`config.mk`:
```
export PLATFORM = sky130hd
export DESIGN_NAME = csfc_charge_ctrl
export DESIGN_NICKNAME = d
export VERILOG_FILES = /design/src/hw/csfc_pkg.sv /design/src/hw/csfc_charge_ctrl.sv /design/src/hw/csfc_sync3.sv
export VERILOG_INCLUDE_DIRS = /design/src /design/src/hw
export SDC_FILE = /design/constraint.sdc
export NUM_CORES = 1
export LEC_CHECK = 0
export BUFFER_PORTS_ARGS = -buffer_cell sky130_fd_sc_hd__buf_2
export CORE_UTILIZATION = 45
export CTS_BUF_LIST = sky130_fd_sc_hd__clkbuf_16
export DETAILED_ROUTE_END_ITERATION = 10
export HOLD_SLACK_MARGIN = 0.05
export PLACE_DENSITY = 0.68
export SLEW_MARGIN = 20
export SYNTH_ARGS = -nofsm -noshare
export SYNTH_HDL_FRONTEND = slang
export SYNTH_SLANG_ARGS = --single-unit
```
`constraint.sdc`:
```
create_clock -name aclk -period 4.4 [get_ports aclk]
set_input_delay 0.22 -clock aclk [delete_from_list [all_inputs] [get_ports aclk]]
set_output_delay 0.22 -clock aclk [all_outputs]
set_load 0.005 [all_outputs]
```
`src/hw/csfc_consts.svh`:
```
// constants of the charge state and fault controller
// assumes: 20 mhz aclk, axi4-lite register access, analog flags from comparators
// Behaviour
// - terminate charge on termination flag in regulation
// - restart charge when cell below recharge threshold
// - no input supply puts charger to sleep
// - cell switch stays closed in sleep
// - low enable with input gives standby
// - status outputs encode charge state
// - power good low when input present
// - floating path pin stops charging
// - above-threshold fault waits for drop, restarts
// - reset or enable toggle clears fault
// - below-threshold fault enables probe current
// - rising above threshold stops probe, waits
// - output under one volt trips input short
// - output below cell trips cell short
// - path pin low suspends cell short protection
// - timer pin at reference disables timers, termination
// - out-of-window temperature suspends, timers held
// - charge timeout switches off, signals fault
// - low cell gets precharge current
`ifndef CSFC_CONSTS_SVH
`define CSFC_CONSTS_SVH

// ==========================================================
// register offsets and axi4-lite response codes
`define CSFC_CTRL_OFF 8'h00
`define CSFC_STATUS_OFF 8'h04
`define CSFC_FLAGS_OFF 8'h08
`define CSFC_PRE_LIMIT_OFF 8'h0c
`define CSFC_CHG_LIMIT_OFF 8'h10
`define CSFC_AXI_OKAY 2'h0
`define CSFC_AXI_SLVERR 2'h2

// ==========================================================
// control fields and reset values
`define CSFC_CTRL_EN_BIT 0
`define CSFC_CTRL_RESET 32'h0000_0001

// ==========================================================
// timing: timer tick every 1 ms, safety limits counted in ticks
`define CSFC_CLK_HZ 20000000
`define CSFC_TICK_US 1000
`define CSFC_TICK_CYCLES ((`CSFC_CLK_HZ / 1000000) * `CSFC_TICK_US)
`define CSFC_PRE_LIMIT_RESET 32'h0000_0708
`define CSFC_CHG_LIMIT_RESET 32'h0000_3840

`endif

```
`src/hw/csfc_pkg.sv`:
```
// types of the charge state and fault controller
// assumes: included constants header for numbers
package csfc_pkg;

  typedef enum logic [6:0] {
    ST_SLEEP = 7'h01,
    ST_STANDBY = 7'h02,
    ST_PRE = 7'h04,
    ST_FAST = 7'h08,
    ST_DONE = 7'h10,
    ST_SUSPEND = 7'h20,
    ST_FAULT = 7'h40
  } csfc_state_type;

  // comparator flags, all active high
  typedef struct packed {
    logic input_present;
    logic term_detect;
    logic in_regulation;
    logic below_recharge;
    logic below_precharge;
    logic out_below_1v;
    logic out_below_cell;
    logic temp_ok;
    logic path_floating;
    logic path_below_1v;
    logic timer_at_ref;
  } csfc_flags_type;

  typedef struct packed {
    logic input_switch_on;
    logic cell_switch_on;
    logic charge_switch_on;
    logic precharge_sel;
    logic fault_probe_current;
    logic input_pullup_on;
    logic cell_source_on;
    logic status_a_oe;
    logic status_b_oe;
    logic power_good_oe;
  } csfc_drive_type;

endpackage : csfc_pkg

```
`src/hw/csfc_charge_ctrl.sv`:
```
// charge state machine, short protection and axi4-lite registers
// assumes: analog comparator flags on pins, open-drain pads outside
//
// Implementation choices: the placing of the registers and register access over AXI4-Lite.
`include "csfc_consts.svh"

module csfc_charge_ctrl (
  // clock and reset
  input wire logic aclk,
  input wire logic aresetn,
  // analog flags and enable pin
  input wire csfc_pkg::csfc_flags_type flags_in,
  input wire logic chip_enable,
  // power switch and indicator drives
  output csfc_pkg::csfc_drive_type drive,
  // axi4-lite write address
  input wire logic [7:0] s_axi_awaddr,
  input wire logic s_axi_awvalid,
  output logic s_axi_awready,
  // axi4-lite write data
  input wire logic [31:0] s_axi_wdata,
  input wire logic [3:0] s_axi_wstrb,
  input wire logic s_axi_wvalid,
  output logic s_axi_wready,
  // axi4-lite write response
  output logic [1:0] s_axi_bresp,
  output logic s_axi_bvalid,
  input wire logic s_axi_bready,
  // axi4-lite read address
  input wire logic [7:0] s_axi_araddr,
  input wire logic s_axi_arvalid,
  output logic s_axi_arready,
  // axi4-lite read data
  output logic [31:0] s_axi_rdata,
  output logic [1:0] s_axi_rresp,
  output logic s_axi_rvalid,
  input wire logic s_axi_rready
);

  localparam int FW = $bits(csfc_pkg::csfc_flags_type);

  typedef struct packed {
    csfc_pkg::csfc_state_type state;
    logic fault_below;
    logic en_prev;
    logic [15:0] tick_cnt;
    logic [31:0] pre_time;
    logic [31:0] chg_time;
    logic [31:0] ctrl;
    logic [31:0] pre_limit;
    logic [31:0] chg_limit;
    logic [7:0] waddr;
    logic wa_have;
    logic [31:0] wdata;
    logic [3:0] wstrb;
    logic wd_have;
    logic bvalid;
    logic [1:0] bresp;
    logic rvalid;
    logic [31:0] rdata;
    logic [1:0] rresp;
    logic aw_rdy;
    logic w_rdy;
    logic ar_rdy;
    logic in_short;
    logic cell_short;
    csfc_pkg::csfc_drive_type drv;
  } csfc_ctrl_state_type;

  csfc_ctrl_state_type st_reg;
  csfc_ctrl_state_type st_next;
  csfc_pkg::csfc_flags_type fl;
  logic [FW:0] raw_sync;
  logic en_sync;

  // ==========================================================
  // pin synchronisation
  csfc_sync3 #(.WIDTH(FW + 1)) u_sync (
    .aclk(aclk),
    .aresetn(aresetn),
    .din({chip_enable, flags_in}),
    .dout(raw_sync)
  );
  assign fl = raw_sync[FW-1:0];
  assign en_sync = raw_sync[FW];

  function automatic logic [31:0] merge(input logic [31:0] old, input logic [31:0] wd,
                                        input logic [3:0] strb);
    logic [31:0] res;
    res = old;
    for (int b = 0; b < 4; b++) begin
      if (strb[b]) begin
        res[b*8 +: 8] = wd[b*8 +: 8];
      end
    end
    return res;
  endfunction : merge

  always_comb begin
    logic enabled;
    logic tick;
    logic charging;
    logic toggled;
    logic timers_off;
    enabled = 1'b0;
    tick = 1'b0;
    charging = 1'b0;
    toggled = 1'b0;
    timers_off = 1'b0;
    st_next = st_reg;

    // ==========================================================
    // timer tick divider
    if (st_reg.tick_cnt == 16'(`CSFC_TICK_CYCLES - 1)) begin
      st_next.tick_cnt = '0;
      tick = 1'b1;
    end else begin
      st_next.tick_cnt = st_reg.tick_cnt + 16'h0001;
    end

    enabled = en_sync && st_reg.ctrl[`CSFC_CTRL_EN_BIT];
    st_next.en_prev = enabled;
    toggled = enabled && !st_reg.en_prev;
    timers_off = fl.timer_at_ref;

    // ==========================================================
    // charge state machine
    unique case (st_reg.state)
      csfc_pkg::ST_SLEEP, csfc_pkg::ST_STANDBY: begin
        st_next.pre_time = '0;
        st_next.chg_time = '0;
        // a floating path pin parks the charger here instead of bouncing
        if (st_reg.state == csfc_pkg::ST_STANDBY && enabled && fl.input_present &&
            !fl.path_floating) begin
          if (!fl.temp_ok) begin
            st_next.state = csfc_pkg::ST_SUSPEND;
          end else begin
            st_next.state = fl.below_precharge ? csfc_pkg::ST_PRE : csfc_pkg::ST_FAST;
          end
        end
      end
      csfc_pkg::ST_PRE, csfc_pkg::ST_FAST: begin
        charging = 1'b1;
        if (!fl.temp_ok) begin
          st_next.state = csfc_pkg::ST_SUSPEND;
        end else if (!timers_off && ((st_reg.state == csfc_pkg::ST_PRE &&
                     st_reg.pre_time >= st_reg.pre_limit) ||
                     st_reg.chg_time >= st_reg.chg_limit)) begin
          st_next.state = csfc_pkg::ST_FAULT;
          st_next.fault_below = fl.below_recharge;
        end else if (st_reg.state == csfc_pkg::ST_FAST && fl.in_regulation &&
                     fl.term_detect && !timers_off) begin
          st_next.state = csfc_pkg::ST_DONE;
        end else begin
          st_next.state = fl.below_precharge ? csfc_pkg::ST_PRE : csfc_pkg::ST_FAST;
        end
        if (tick && st_reg.state == csfc_pkg::ST_PRE) begin
          st_next.pre_time = st_reg.pre_time + 32'h1;
        end
        if (tick) begin
          st_next.chg_time = st_reg.chg_time + 32'h1;
        end
      end
      csfc_pkg::ST_DONE: begin
        if (fl.below_recharge) begin
          st_next.state = csfc_pkg::ST_PRE;
          st_next.pre_time = '0;
          st_next.chg_time = '0;
        end
      end
      csfc_pkg::ST_SUSPEND: begin
        // timers held, not cleared
        if (fl.temp_ok) begin
          st_next.state = fl.below_precharge ? csfc_pkg::ST_PRE : csfc_pkg::ST_FAST;
        end
      end
      csfc_pkg::ST_FAULT: begin
        if (!fl.below_recharge) begin
          st_next.fault_below = 1'b0;
        end else if (!st_reg.fault_below || timers_off) begin
          st_next.state = csfc_pkg::ST_PRE;
          st_next.pre_time = '0;
          st_next.chg_time = '0;
        end
      end
      default: st_next.state = csfc_pkg::ST_SLEEP;
    endcase
    // enable toggle also clears a latched fault
    if (st_reg.state == csfc_pkg::ST_FAULT && toggled) begin
      st_next.state = csfc_pkg::ST_STANDBY;
    end
    // floating path pin stops charging
    if (fl.path_floating && (charging || st_reg.state == csfc_pkg::ST_SUSPEND)) begin
      st_next.state = csfc_pkg::ST_STANDBY;
    end
    if (!enabled && st_reg.state != csfc_pkg::ST_FAULT) begin
      st_next.state = csfc_pkg::ST_STANDBY;
    end
    if (!fl.input_present) begin
      st_next.state = csfc_pkg::ST_SLEEP;
    end else if (st_reg.state == csfc_pkg::ST_SLEEP) begin
      st_next.state = csfc_pkg::ST_STANDBY;
    end

    // ==========================================================
    // short-circuit protection
    st_next.in_short = fl.input_present && fl.out_below_1v;
    st_next.cell_short = fl.out_below_cell && !fl.path_below_1v;

    // ==========================================================
    // drives
    st_next.drv.input_switch_on = fl.input_present && enabled && !st_reg.in_short;
    st_next.drv.input_pullup_on = st_reg.in_short;
    st_next.drv.cell_switch_on = !st_reg.cell_short;
    st_next.drv.cell_source_on = st_reg.cell_short;
    st_next.drv.charge_switch_on = (st_reg.state == csfc_pkg::ST_PRE ||
                                   st_reg.state == csfc_pkg::ST_FAST) && !fl.path_floating;
    st_next.drv.precharge_sel = st_reg.state == csfc_pkg::ST_PRE;
    st_next.drv.fault_probe_current = st_reg.state == csfc_pkg::ST_FAULT &&
                                      st_reg.fault_below && fl.below_recharge;
    st_next.drv.status_a_oe = en_sync && (st_reg.state == csfc_pkg::ST_PRE ||
                              st_reg.state == csfc_pkg::ST_FAST);
    st_next.drv.status_b_oe = en_sync && (st_reg.state == csfc_pkg::ST_PRE ||
                              st_reg.state == csfc_pkg::ST_DONE);
    st_next.drv.power_good_oe = st_reg.state != csfc_pkg::ST_SLEEP;

    // ==========================================================
    // axi4-lite write channel
    if (s_axi_awvalid && !st_reg.wa_have) begin
      st_next.wa_have = 1'b1;
      st_next.waddr = s_axi_awaddr;
    end
    if (s_axi_wvalid && !st_reg.wd_have) begin
      st_next.wd_have = 1'b1;
      st_next.wdata = s_axi_wdata;
      st_next.wstrb = s_axi_wstrb;
    end
    if (st_reg.wa_have && st_reg.wd_have && !st_reg.bvalid) begin
      st_next.wa_have = 1'b0;
      st_next.wd_have = 1'b0;
      st_next.bvalid = 1'b1;
      st_next.bresp = `CSFC_AXI_OKAY;
      unique case (st_reg.waddr)
        `CSFC_CTRL_OFF: st_next.ctrl = merge(st_reg.ctrl, st_reg.wdata, st_reg.wstrb);
        `CSFC_PRE_LIMIT_OFF: st_next.pre_limit = merge(st_reg.pre_limit, st_reg.wdata,
                                                       st_reg.wstrb);
        `CSFC_CHG_LIMIT_OFF: st_next.chg_limit = merge(st_reg.chg_limit, st_reg.wdata,
                                                       st_reg.wstrb);
        `CSFC_STATUS_OFF, `CSFC_FLAGS_OFF: st_next.bresp = `CSFC_AXI_OKAY;
        default: st_next.bresp = `CSFC_AXI_SLVERR;
      endcase
    end
    if (st_reg.bvalid && s_axi_bready) begin
      st_next.bvalid = 1'b0;
    end

    // ==========================================================
    // axi4-lite read channel
    if (s_axi_arvalid && !st_reg.rvalid) begin
      st_next.rvalid = 1'b1;
      st_next.rresp = `CSFC_AXI_OKAY;
      unique case (s_axi_araddr)
        `CSFC_CTRL_OFF: st_next.rdata = st_reg.ctrl;
        `CSFC_STATUS_OFF: st_next.rdata = {15'h0, st_reg.fault_below, st_reg.cell_short,
                                           st_reg.in_short, 7'h0, st_reg.state};
        `CSFC_FLAGS_OFF: st_next.rdata = {20'h0, en_sync, fl};
        `CSFC_PRE_LIMIT_OFF: st_next.rdata = st_reg.pre_limit;
        `CSFC_CHG_LIMIT_OFF: st_next.rdata = st_reg.chg_limit;
        default: begin
          st_next.rdata = 32'h0;
          st_next.rresp = `CSFC_AXI_SLVERR;
        end
      endcase
    end else if (st_reg.rvalid && s_axi_rready) begin
      st_next.rvalid = 1'b0;
    end
    // readies kept in flops so every port leaves a register
    st_next.aw_rdy = !st_next.wa_have;
    st_next.w_rdy = !st_next.wd_have;
    st_next.ar_rdy = !st_next.rvalid;
  end

  always_ff @(posedge aclk) begin
    if (!aresetn) begin
      st_reg <= '0;
      st_reg.state <= csfc_pkg::ST_SLEEP;
      st_reg.ctrl <= `CSFC_CTRL_RESET;
      st_reg.pre_limit <= `CSFC_PRE_LIMIT_RESET;
      st_reg.chg_limit <= `CSFC_CHG_LIMIT_RESET;
      st_reg.drv.cell_switch_on <= 1'b1;
      st_reg.aw_rdy <= 1'b1;
      st_reg.w_rdy <= 1'b1;
      st_reg.ar_rdy <= 1'b1;
    end else begin
      st_reg <= st_next;
    end
  end

  assign drive = st_reg.drv;
  assign s_axi_awready = st_reg.aw_rdy;
  assign s_axi_wready = st_reg.w_rdy;
  assign s_axi_bvalid = st_reg.bvalid;
  assign s_axi_bresp = st_reg.bresp;
  assign s_axi_arready = st_reg.ar_rdy;
  assign s_axi_rvalid = st_reg.rvalid;
  assign s_axi_rdata = st_reg.rdata;
  assign s_axi_rresp = st_reg.rresp;

endmodule : csfc_charge_ctrl

```
`src/hw/csfc_sync3.sv`:
```
// three-stage synchroniser for a bundle of pin flags
// assumes: single aclk domain, inputs asynchronous
module csfc_sync3 #(
  parameter int WIDTH = 11
) (
  // clock and reset
  input wire logic aclk,
  input wire logic aresetn,
  // data
  input wire logic [WIDTH-1:0] din,
  output logic [WIDTH-1:0] dout
);

  typedef struct packed {
    logic [WIDTH-1:0] s1;
    logic [WIDTH-1:0] s2;
    logic [WIDTH-1:0] s3;
    logic [WIDTH-1:0] q;
  } csfc_sync_state_type;

  csfc_sync_state_type st_reg;
  csfc_sync_state_type st_next;

  always_comb begin
    st_next = st_reg;
    st_next.s1 = din;
    st_next.s2 = st_reg.s1;
    st_next.s3 = st_reg.s2;
    // a change counts only once stages two and three agree
    for (int i = 0; i < WIDTH; i++) begin
      if (st_reg.s2[i] == st_reg.s3[i]) begin
        st_next.q[i] = st_reg.s3[i];
      end
    end
  end

  always_ff @(posedge aclk) begin
    if (!aresetn) begin
      st_reg <= '0;
    end else begin
      st_reg <= st_next;
    end
  end

  assign dout = st_reg.q;

endmodule : csfc_sync3

```
==> results of run 1 <==
==> stage by stage <==
stage          worst slack [ns]  hold slack, ns  power (µW)
2_1_floorplan             1.976          0.3473        3284
3_3_place_gp              1.542          0.4150        3363
3_5_place_dp              1.453          0.4194        3368
4_1_cts                   1.434          0.1944        6274
5_1_grt                   1.145          0.2334        6423
6_report                  1.384          0.1955        6221
==> power by group through the flow <==
stage | clock [µW] | sequential, µW | combinational, µW
after floorplan | 0 | 3130 | 151
after global placement | 0 | 3150 | 216
after detailed placement | 0 | 3150 | 220
after CTS | 2930 | 3080 | 263
after global routing | 3050 | 3090 | 290
final | 2870 | 3080 | 263
==> timing repair <==
action,4_1_cts,5_1_grt
hold endpoints to repair,62,0
hold buffers,61,0
endpoints found under the setup margin,0,0
setup buffers,0,0
==> area by class of cell <==
class                           count  area [µm²]
Fill cell                        2971       15290
Multi-Input combinational cell   1146        7680
Sequential cell                   330        6606
Timing Repair Buffer              191        1308
Clock buffer                       36       900.9
Tap cell                          442       553.0
Inverter                           82       307.8
Clock inverter                     26       215.2
Antenna cell                        1       2.502
==> metal layers <==
layer	vias to the layer above	track usage [%]	share of wire, %	wire length [µm]
met3	65	3.209	4.6	1707
met5	-	0	0	0
li1	5921	-	-	-
met4	0	7.148	2.7	1014
met1	5586	27.99	46	16950
met2	299	37.04	47	17570
==> cells by family (layout without fill, tap and decap cells) <==
logic type      Yosys count  count (layout)  share of synthesized area (%)
compound gates          262             262                          11.66
xor+xnor                 64              64                          3.690
fa+ha+maj                67              67                          5.518
buf+inv                 196             335                          6.087
flops                   330             330                          43.49
mux                     112             112                          7.627
other cells               1               3                        0.02469
simple gates            639             639                          21.90
==> worst max-delay path, stage by stage (launching register included) <==
cell,delay [ns]
dfxtp_1,0.31
or3_1,0.40
or3_1,0.36
nor4_1,0.68
nand3_1,0.68
mux2i_1,0.38
nand2_1,0.07
==> placed cells by master (no fill, tap or decap), types with 61 or more instances in the layout <==
cell / instances
and2_1: 65
nor2_1: 98
mux2i_1: 100
buf_2: 118
dfxtp_1: 330
o21ai_0: 68
dlygate4sd3_1: 61
inv_1: 90
nand2_1: 190
ha_1: 67
nor2b_1: 108
==> how the worst min path moves through the flow <==
| stage | slack, ns | start | to | depth (start not counted) |
|---|---|---|---|---|
| finish | 0.20 | aresetn | st_reg[163] | 2 |
| global route | 0.23 | aresetn | st_reg[105] | 2 |
| CTS | 0.19 | aresetn | st_reg[163] | 2 |
| detailed placement | 0.42 | u_sync.st_next[27] | u_sync.st_next[15] | 1 |
| global placement | 0.41 | u_sync.st_next[28] | u_sync.st_next[16] | 1 |
| floorplan | 0.35 | flags_in[0] | u_sync.st_next[24] | 1 |
==> flow_summary.json, run 1 <==
{
  "synth_edf_count": 0,
  "synth.cell_area_mm2": 0.01519,
  "pwr-share-clk_pct": 46.2,
  "drt-total-wl_mm": 37.24,
  "ys_seq_area_share_pct": 43.49,
  "pin_count": 122,
  "finalClockSkew_ns": 0.02208,
  "final_cells": 2254,
  "fin_area_mm2": 0.01757,
  "finalCriticalPeriod_ns": 3.016,
  "report.final.setup_viol": 0,
  "cp.required_ns": 4.78,
  "endpoint_kind": "flip-flop",
  "final_max_slew_viol_count": 0,
  "grt_pass1_vias": 11380,
  "die_w_um": 185.7,
  "grt_start_max_net_pins": 137,
  "syn_area_per_cell_um2": 9.091,
  "p_seq_share_pct": 49.6,
  "slew_headroom_pct": 22.04,
  "clockBufferDepth": 3,
  "r2r_cells": 6,
  "die_height_um": 185.7,
  "vdd_drop_max_v": 0.0002772,
  "fmax_mhz": 331.6,
  "wire_per_inst_um": 16.52,
  "antenna_found_initial": 2,
  "htree_levels": 2,
  "dp_hpwl_mm": 26.03,
  "synthTopCellsByArea": "dfxtp_1 (43%), mux2i_1 (6.6%), ha_1 (5.5%)",
  "drc": 0,
  "yosys_warnings": 0,
  "synthFlopType": "dfxtp_1",
  "finalCritPeriodShare_pct": 68.54,
  "post_route_cells_drive_above_1_share_pct": 12.15,
  "critPathArrivalTime_ns": 3.39,
  "first_pass_iters": 6,
  "portBuffers": 119,
  "max_cap_violations": 0,
  "crit_path_start": "st_reg[96]",
  "synthArstFlopShare_pct": 0,
  "r2r_slack_ns": 1.38,
  "area_growth_pct": 15.68,
  "vias": 11870,
  "grt_pass1_wl_mm": 59.24,
  "drtIter0Drc": 793,
  "place_congestion": 0.8715,
  "post-synth-top-count-cell": "dfxtp_1",
  "core_mm2": 0.03287,
  "hold_viol": 0,
  "p_per_area_mw_per_mm2": 354.0,
  "finalSetupTns_ns": 0,
  "hold_class": "in -> reg",
  "rows": 66,
  "outcome": "completed",
  "cts_tree": "yes",
  "synth_top_area_cell": "dfxtp_1",
  "synthCells": 1671,
  "grt_use_total_pct": 21.73,
  "ctsResizeCount": 0,
  "intPower_uw": 4843,
  "combPwrFrac_pct": 4.2,
  "vias_per_cell": 5.267,
  "clock_latency_ns": 0.52,
  "post-place-cells": 2130,
  "root_buffer": "clkbuf_16",
  "yosysUniqueCellTypes": 72,
  "crit_type": "reg -> reg",
  "power_switching_share_pct": 22.15,
  "cp_max_fo": 8,
  "start_util_pct": 46.22,
  "synth_top_area_share_pct": 43.49,
  "grt_overflow": 0,
  "post-route-util_pct": 53.47,
  "total_leakage_power_uw": 0.007025,
  "start_kind": "flip-flop",
  "cts_made_buffers": 36,
  "synth-seq-cells": 330,
  "synthTopCellsByCount": "dfxtp_1 (330), nand2_1 (190), nor2b_1 (109)",
  "grt_setup_unrepaired": "false",
  "r2r-end": "st_reg[163]",
  "dpl_cell_area_mm2": 0.01584,
  "clock_sinks": 330,
  "largest_reg_flops": 231,
  "layout.nets": 1925,
  "tightest_slew_ns": 1.165,
  "endpoint": "st_reg[163]",
  "fp.dieArea_mm2": 0.03450,
  "timing.rr.start": "st_reg[96]",
  "power_switching_uw": 1378,
  "postRouteAntennaNets": 0,
  "path_clk_slew_ns": 0.06
}
No activity file was read; power rests on OpenSTA's default activity.
==> run 2, diff against run 1 <==
ABC_AREA = 1   (was default)
clock period = 3 ns   (was 4.4 ns; I/O delays follow)
==> run 2 against run 1 <==
Die area grew 4.4%. Critical path depth grew 5. Count of clock-buffer cells in the layout grew 1. Wire length grew 22%. Highest routed layer unchanged. Worst setup slack lost 0.74 ns. Register-to-register slack lost 0.74 ns. Core utilization shrank 0.64 points. Cell count grew 24%. Area after synthesis grew 4.4%.
==> flow_summary.json, run 2 <==
{
  "synth_edf_count": 0,
  "final_cells": 2785,
  "start_kind": "flip-flop",
  "path_clk_slew_ns": 0.07,
  "postRouteAntennaNets": 0,
  "place_congestion": 0.9399,
  "tightest_slew_ns": 0.9644,
  "largest_reg_flops": 231,
  "fp.dieArea_mm2": 0.03600,
  "final_max_slew_viol_count": 0,
  "slowest_delay_ns": 0.35,
  "yosys_warnings": 0,
  "rows": 68,
  "r2r_slack_ns": 0.64,
  "synth-seq-cells": 330,
  "cpMostUsedCell": "buf_4",
  "synthTopCellsByArea": "dfxtp_1 (42%), nand2_1 (10%), a21oi_1 (6.7%)",
  "start_util_pct": 45.81,
  "synthArstFlopShare_pct": 0,
  "cts_hold_buf": 64,
  "ctsResizeCount": 0,
  "post-place-cells": 2656,
  "ys_seq_area_share_pct": 41.65,
  "layout.nets": 2442,
  "clock_latency_ns": 0.53,
  "post_route_cells_drive_above_1_share_pct": 9.270,
  "die_w_um": 189.7,
  "diodes": 0,
  "finalSetupTns_ns": 0,
  "wire_per_inst_um": 16.28,
  "synthFlopType": "dfxtp_1",
  "antenna_found_initial": 1,
  "p_per_area_mw_per_mm2": 514.6,
  "vias": 14750,
  "power_switching_uw": 2163,
  "pin_count": 122,
  "cts_made_buffers": 37,
  "pwr-share-clk_pct": 47.2,
  "cts_setup_buffers": 0,
  "endpoint_kind": "flip-flop",
  "drc": 0,
  "combPwrFrac_pct": 4.5,
  "fmax_mhz": 424.1,
  "worst-path-buf-inv": 4,
  "die_height_um": 189.7,
  "drt-total-wl_mm": 45.34,
  "grt_overflow": 0,
  "hold_viol": 0,
  "core_mm2": 0.03463,
  "post-synth-top-count-cell": "nand2_1",
  "crit_type": "reg -> reg",
  "htree_levels": 2,
  "synth_top_area_cell": "dfxtp_1",
  "vdd_drop_max_v": 0.0003787,
  "cp_max_fo": 34,
  "finalCriticalPeriod_ns": 2.358,
  "cp.required_ns": 3.45,
  "cts_tree": "yes",
  "grt_start_max_net_pins": 193,
  "first_pass_iters": 6,
  "synthCells": 2195,
  "syn_area_per_cell_um2": 7.226,
  "vias_per_cell": 5.295,
  "synth_top_area_share_pct": 41.65,
  "finalClockSkew_ns": 0.01633,
  "grt_use_total_pct": 25.28,
  "final_cell_mix": "nand2_1 (443), dfxtp_1 (330), nor2_1 (269), inv_1 (258), a21oi_1 (211)",
  "root_buffer": "clkbuf_16",
  "post-route-util_pct": 52.83,
  "grt_setup_unrepaired": "false",
  "clockBufferDepth": 3,
  "dp_hpwl_mm": 32.30,
  "drtIter0Drc": 1330,
  "p_seq_share_pct": 48.3,
  "final_common_cell": "nand2_1",
  "yosysUniqueCellTypes": 51,
  "crit_slowest_cell": "dfxtp_1",
  "outcome": "completed",
  "area_growth_pct": 15.33,
  "slew_headroom_pct": 35.31,
  "hold_class": "in -> reg",
  "max_cap_violations": 0,
  "portBuffers": 119,
  "clock_sinks": 330,
  "total_leakage_power_uw": 0.007596,
  "crit_chain": "inv_2, nand2_2, nor2_4, nand4_2, nand2_4, buf_4, clkinv_1, buf_4, nor2_1, nand2_1, a21oi_1",
  "report.final.setup_viol": 0,
  "synthTopCellsByCount": "nand2_1 (443), dfxtp_1 (330), nor2_1 (269)",
  "grt_pass1_vias": 13880,
  "fin_hold_ws_ns": 0.2157,
  "power_switching_share_pct": 22.98,
  "grt_pass1_wl_mm": 72.75,
  "finalCritPeriodShare_pct": 78.60,
  "synth.cell_area_mm2": 0.01586,
  "intPower_uw": 7250,
  "crit_family": "simple AND/OR/NAND/NOR gates",
  "critPathArrivalTime_ns": 2.81
}
run 2: changes by cell type after synthesis, sizes merged, moves of 17 or more:
cell / previous run / this run
or3: 18 / 0
nor2b: 109 / 0
nor2: 102 / 273
a21oi: 59 / 211
a222oi: 20 / 0
mux2i: 100 / 0
a21boi: 53 / 0
and3: 17 / 0
inv: 82 / 257
nand2: 190 / 448
o21ai: 72 / 181
and2: 65 / 0
nor3: 19 / 68
o221ai: 1 / 18
run 2: path summary, 6_finish.rpt:
path	start	endpoint	cells after the start
min reg2reg	u_sync.st_next[30]	u_sync.st_next[18]	2
max reg2reg	st_reg[281]	st_reg[226]	11
min	s_axi_arvalid	s_axi_rdata[15]	5
max	st_reg[281]	st_reg[226]	11
run 2: power by group through the flow:
| stage | combinational (µW) | sequential, µW | clock [µW] |
|---|---|---|---|
| 6_report | 425 | 4550 | 4440 |
| 4_1_cts | 417 | 4540 | 4510 |
| 3_5_place_dp | 353 | 4640 | 0 |
| 2_1_floorplan | 244 | 4610 | 0 |
| 3_3_place_gp | 346 | 4640 | 0 |
| 5_1_grt | 478 | 4550 | 4720 |
run 2: layout make-up:
class	instances	area (µm²)
fill	3334	16330
multi-input combinational	1476	7574
sequential	330	6606
timing repair buffer	199	1384
inverter	260	975.9
clock buffer	37	925.9
tap	455	569.3
clock inverter	28	259.0
run 2: cells by family after synthesis:
group	synth area share, %
AOI/OAI and AO/OA	16.16
xor gates and xnor gates	2.209
adders and majority gates	5.411
buffers and inverters	10.63
DFF	41.65
other	0.02364
and+or+nand+nor	23.93
run 2: worst reg2reg max path: stages, from the launching register on:
cell      delay [ns]
dfxtp_1         0.35
inv_2           0.09
nand2_2         0.09
nor2_4          0.17
nand4_2         0.21
nand2_4         0.19
buf_4           0.33
clkinv_1        0.17
buf_4           0.29
nor2_1          0.20
nand2_1         0.06
a21oi_1         0.13
run 2: per-stage QoR:
step	worst slack, ns	instance area (µm²)	power [µW]
after global routing	0.4511	18290	9755
after CTS	0.6886	18290	9475
after detailed placement	0.6972	16470	4993
after floorplan	1.120	15870	4856
after global placement	0.7146	16470	4983
final	0.6419	18290	9413
run 2: routing by layer:
metal / wire [µm] / track usage (%) / vias up
li1: - / - / 7355
met1: 21120 / 35.56 / 6874
met2: 20280 / 40.17 / 454
met3: 2998 / 3.782 / 64
met4: 941 / 6.793 / 0
met5: 0 / 0 / -
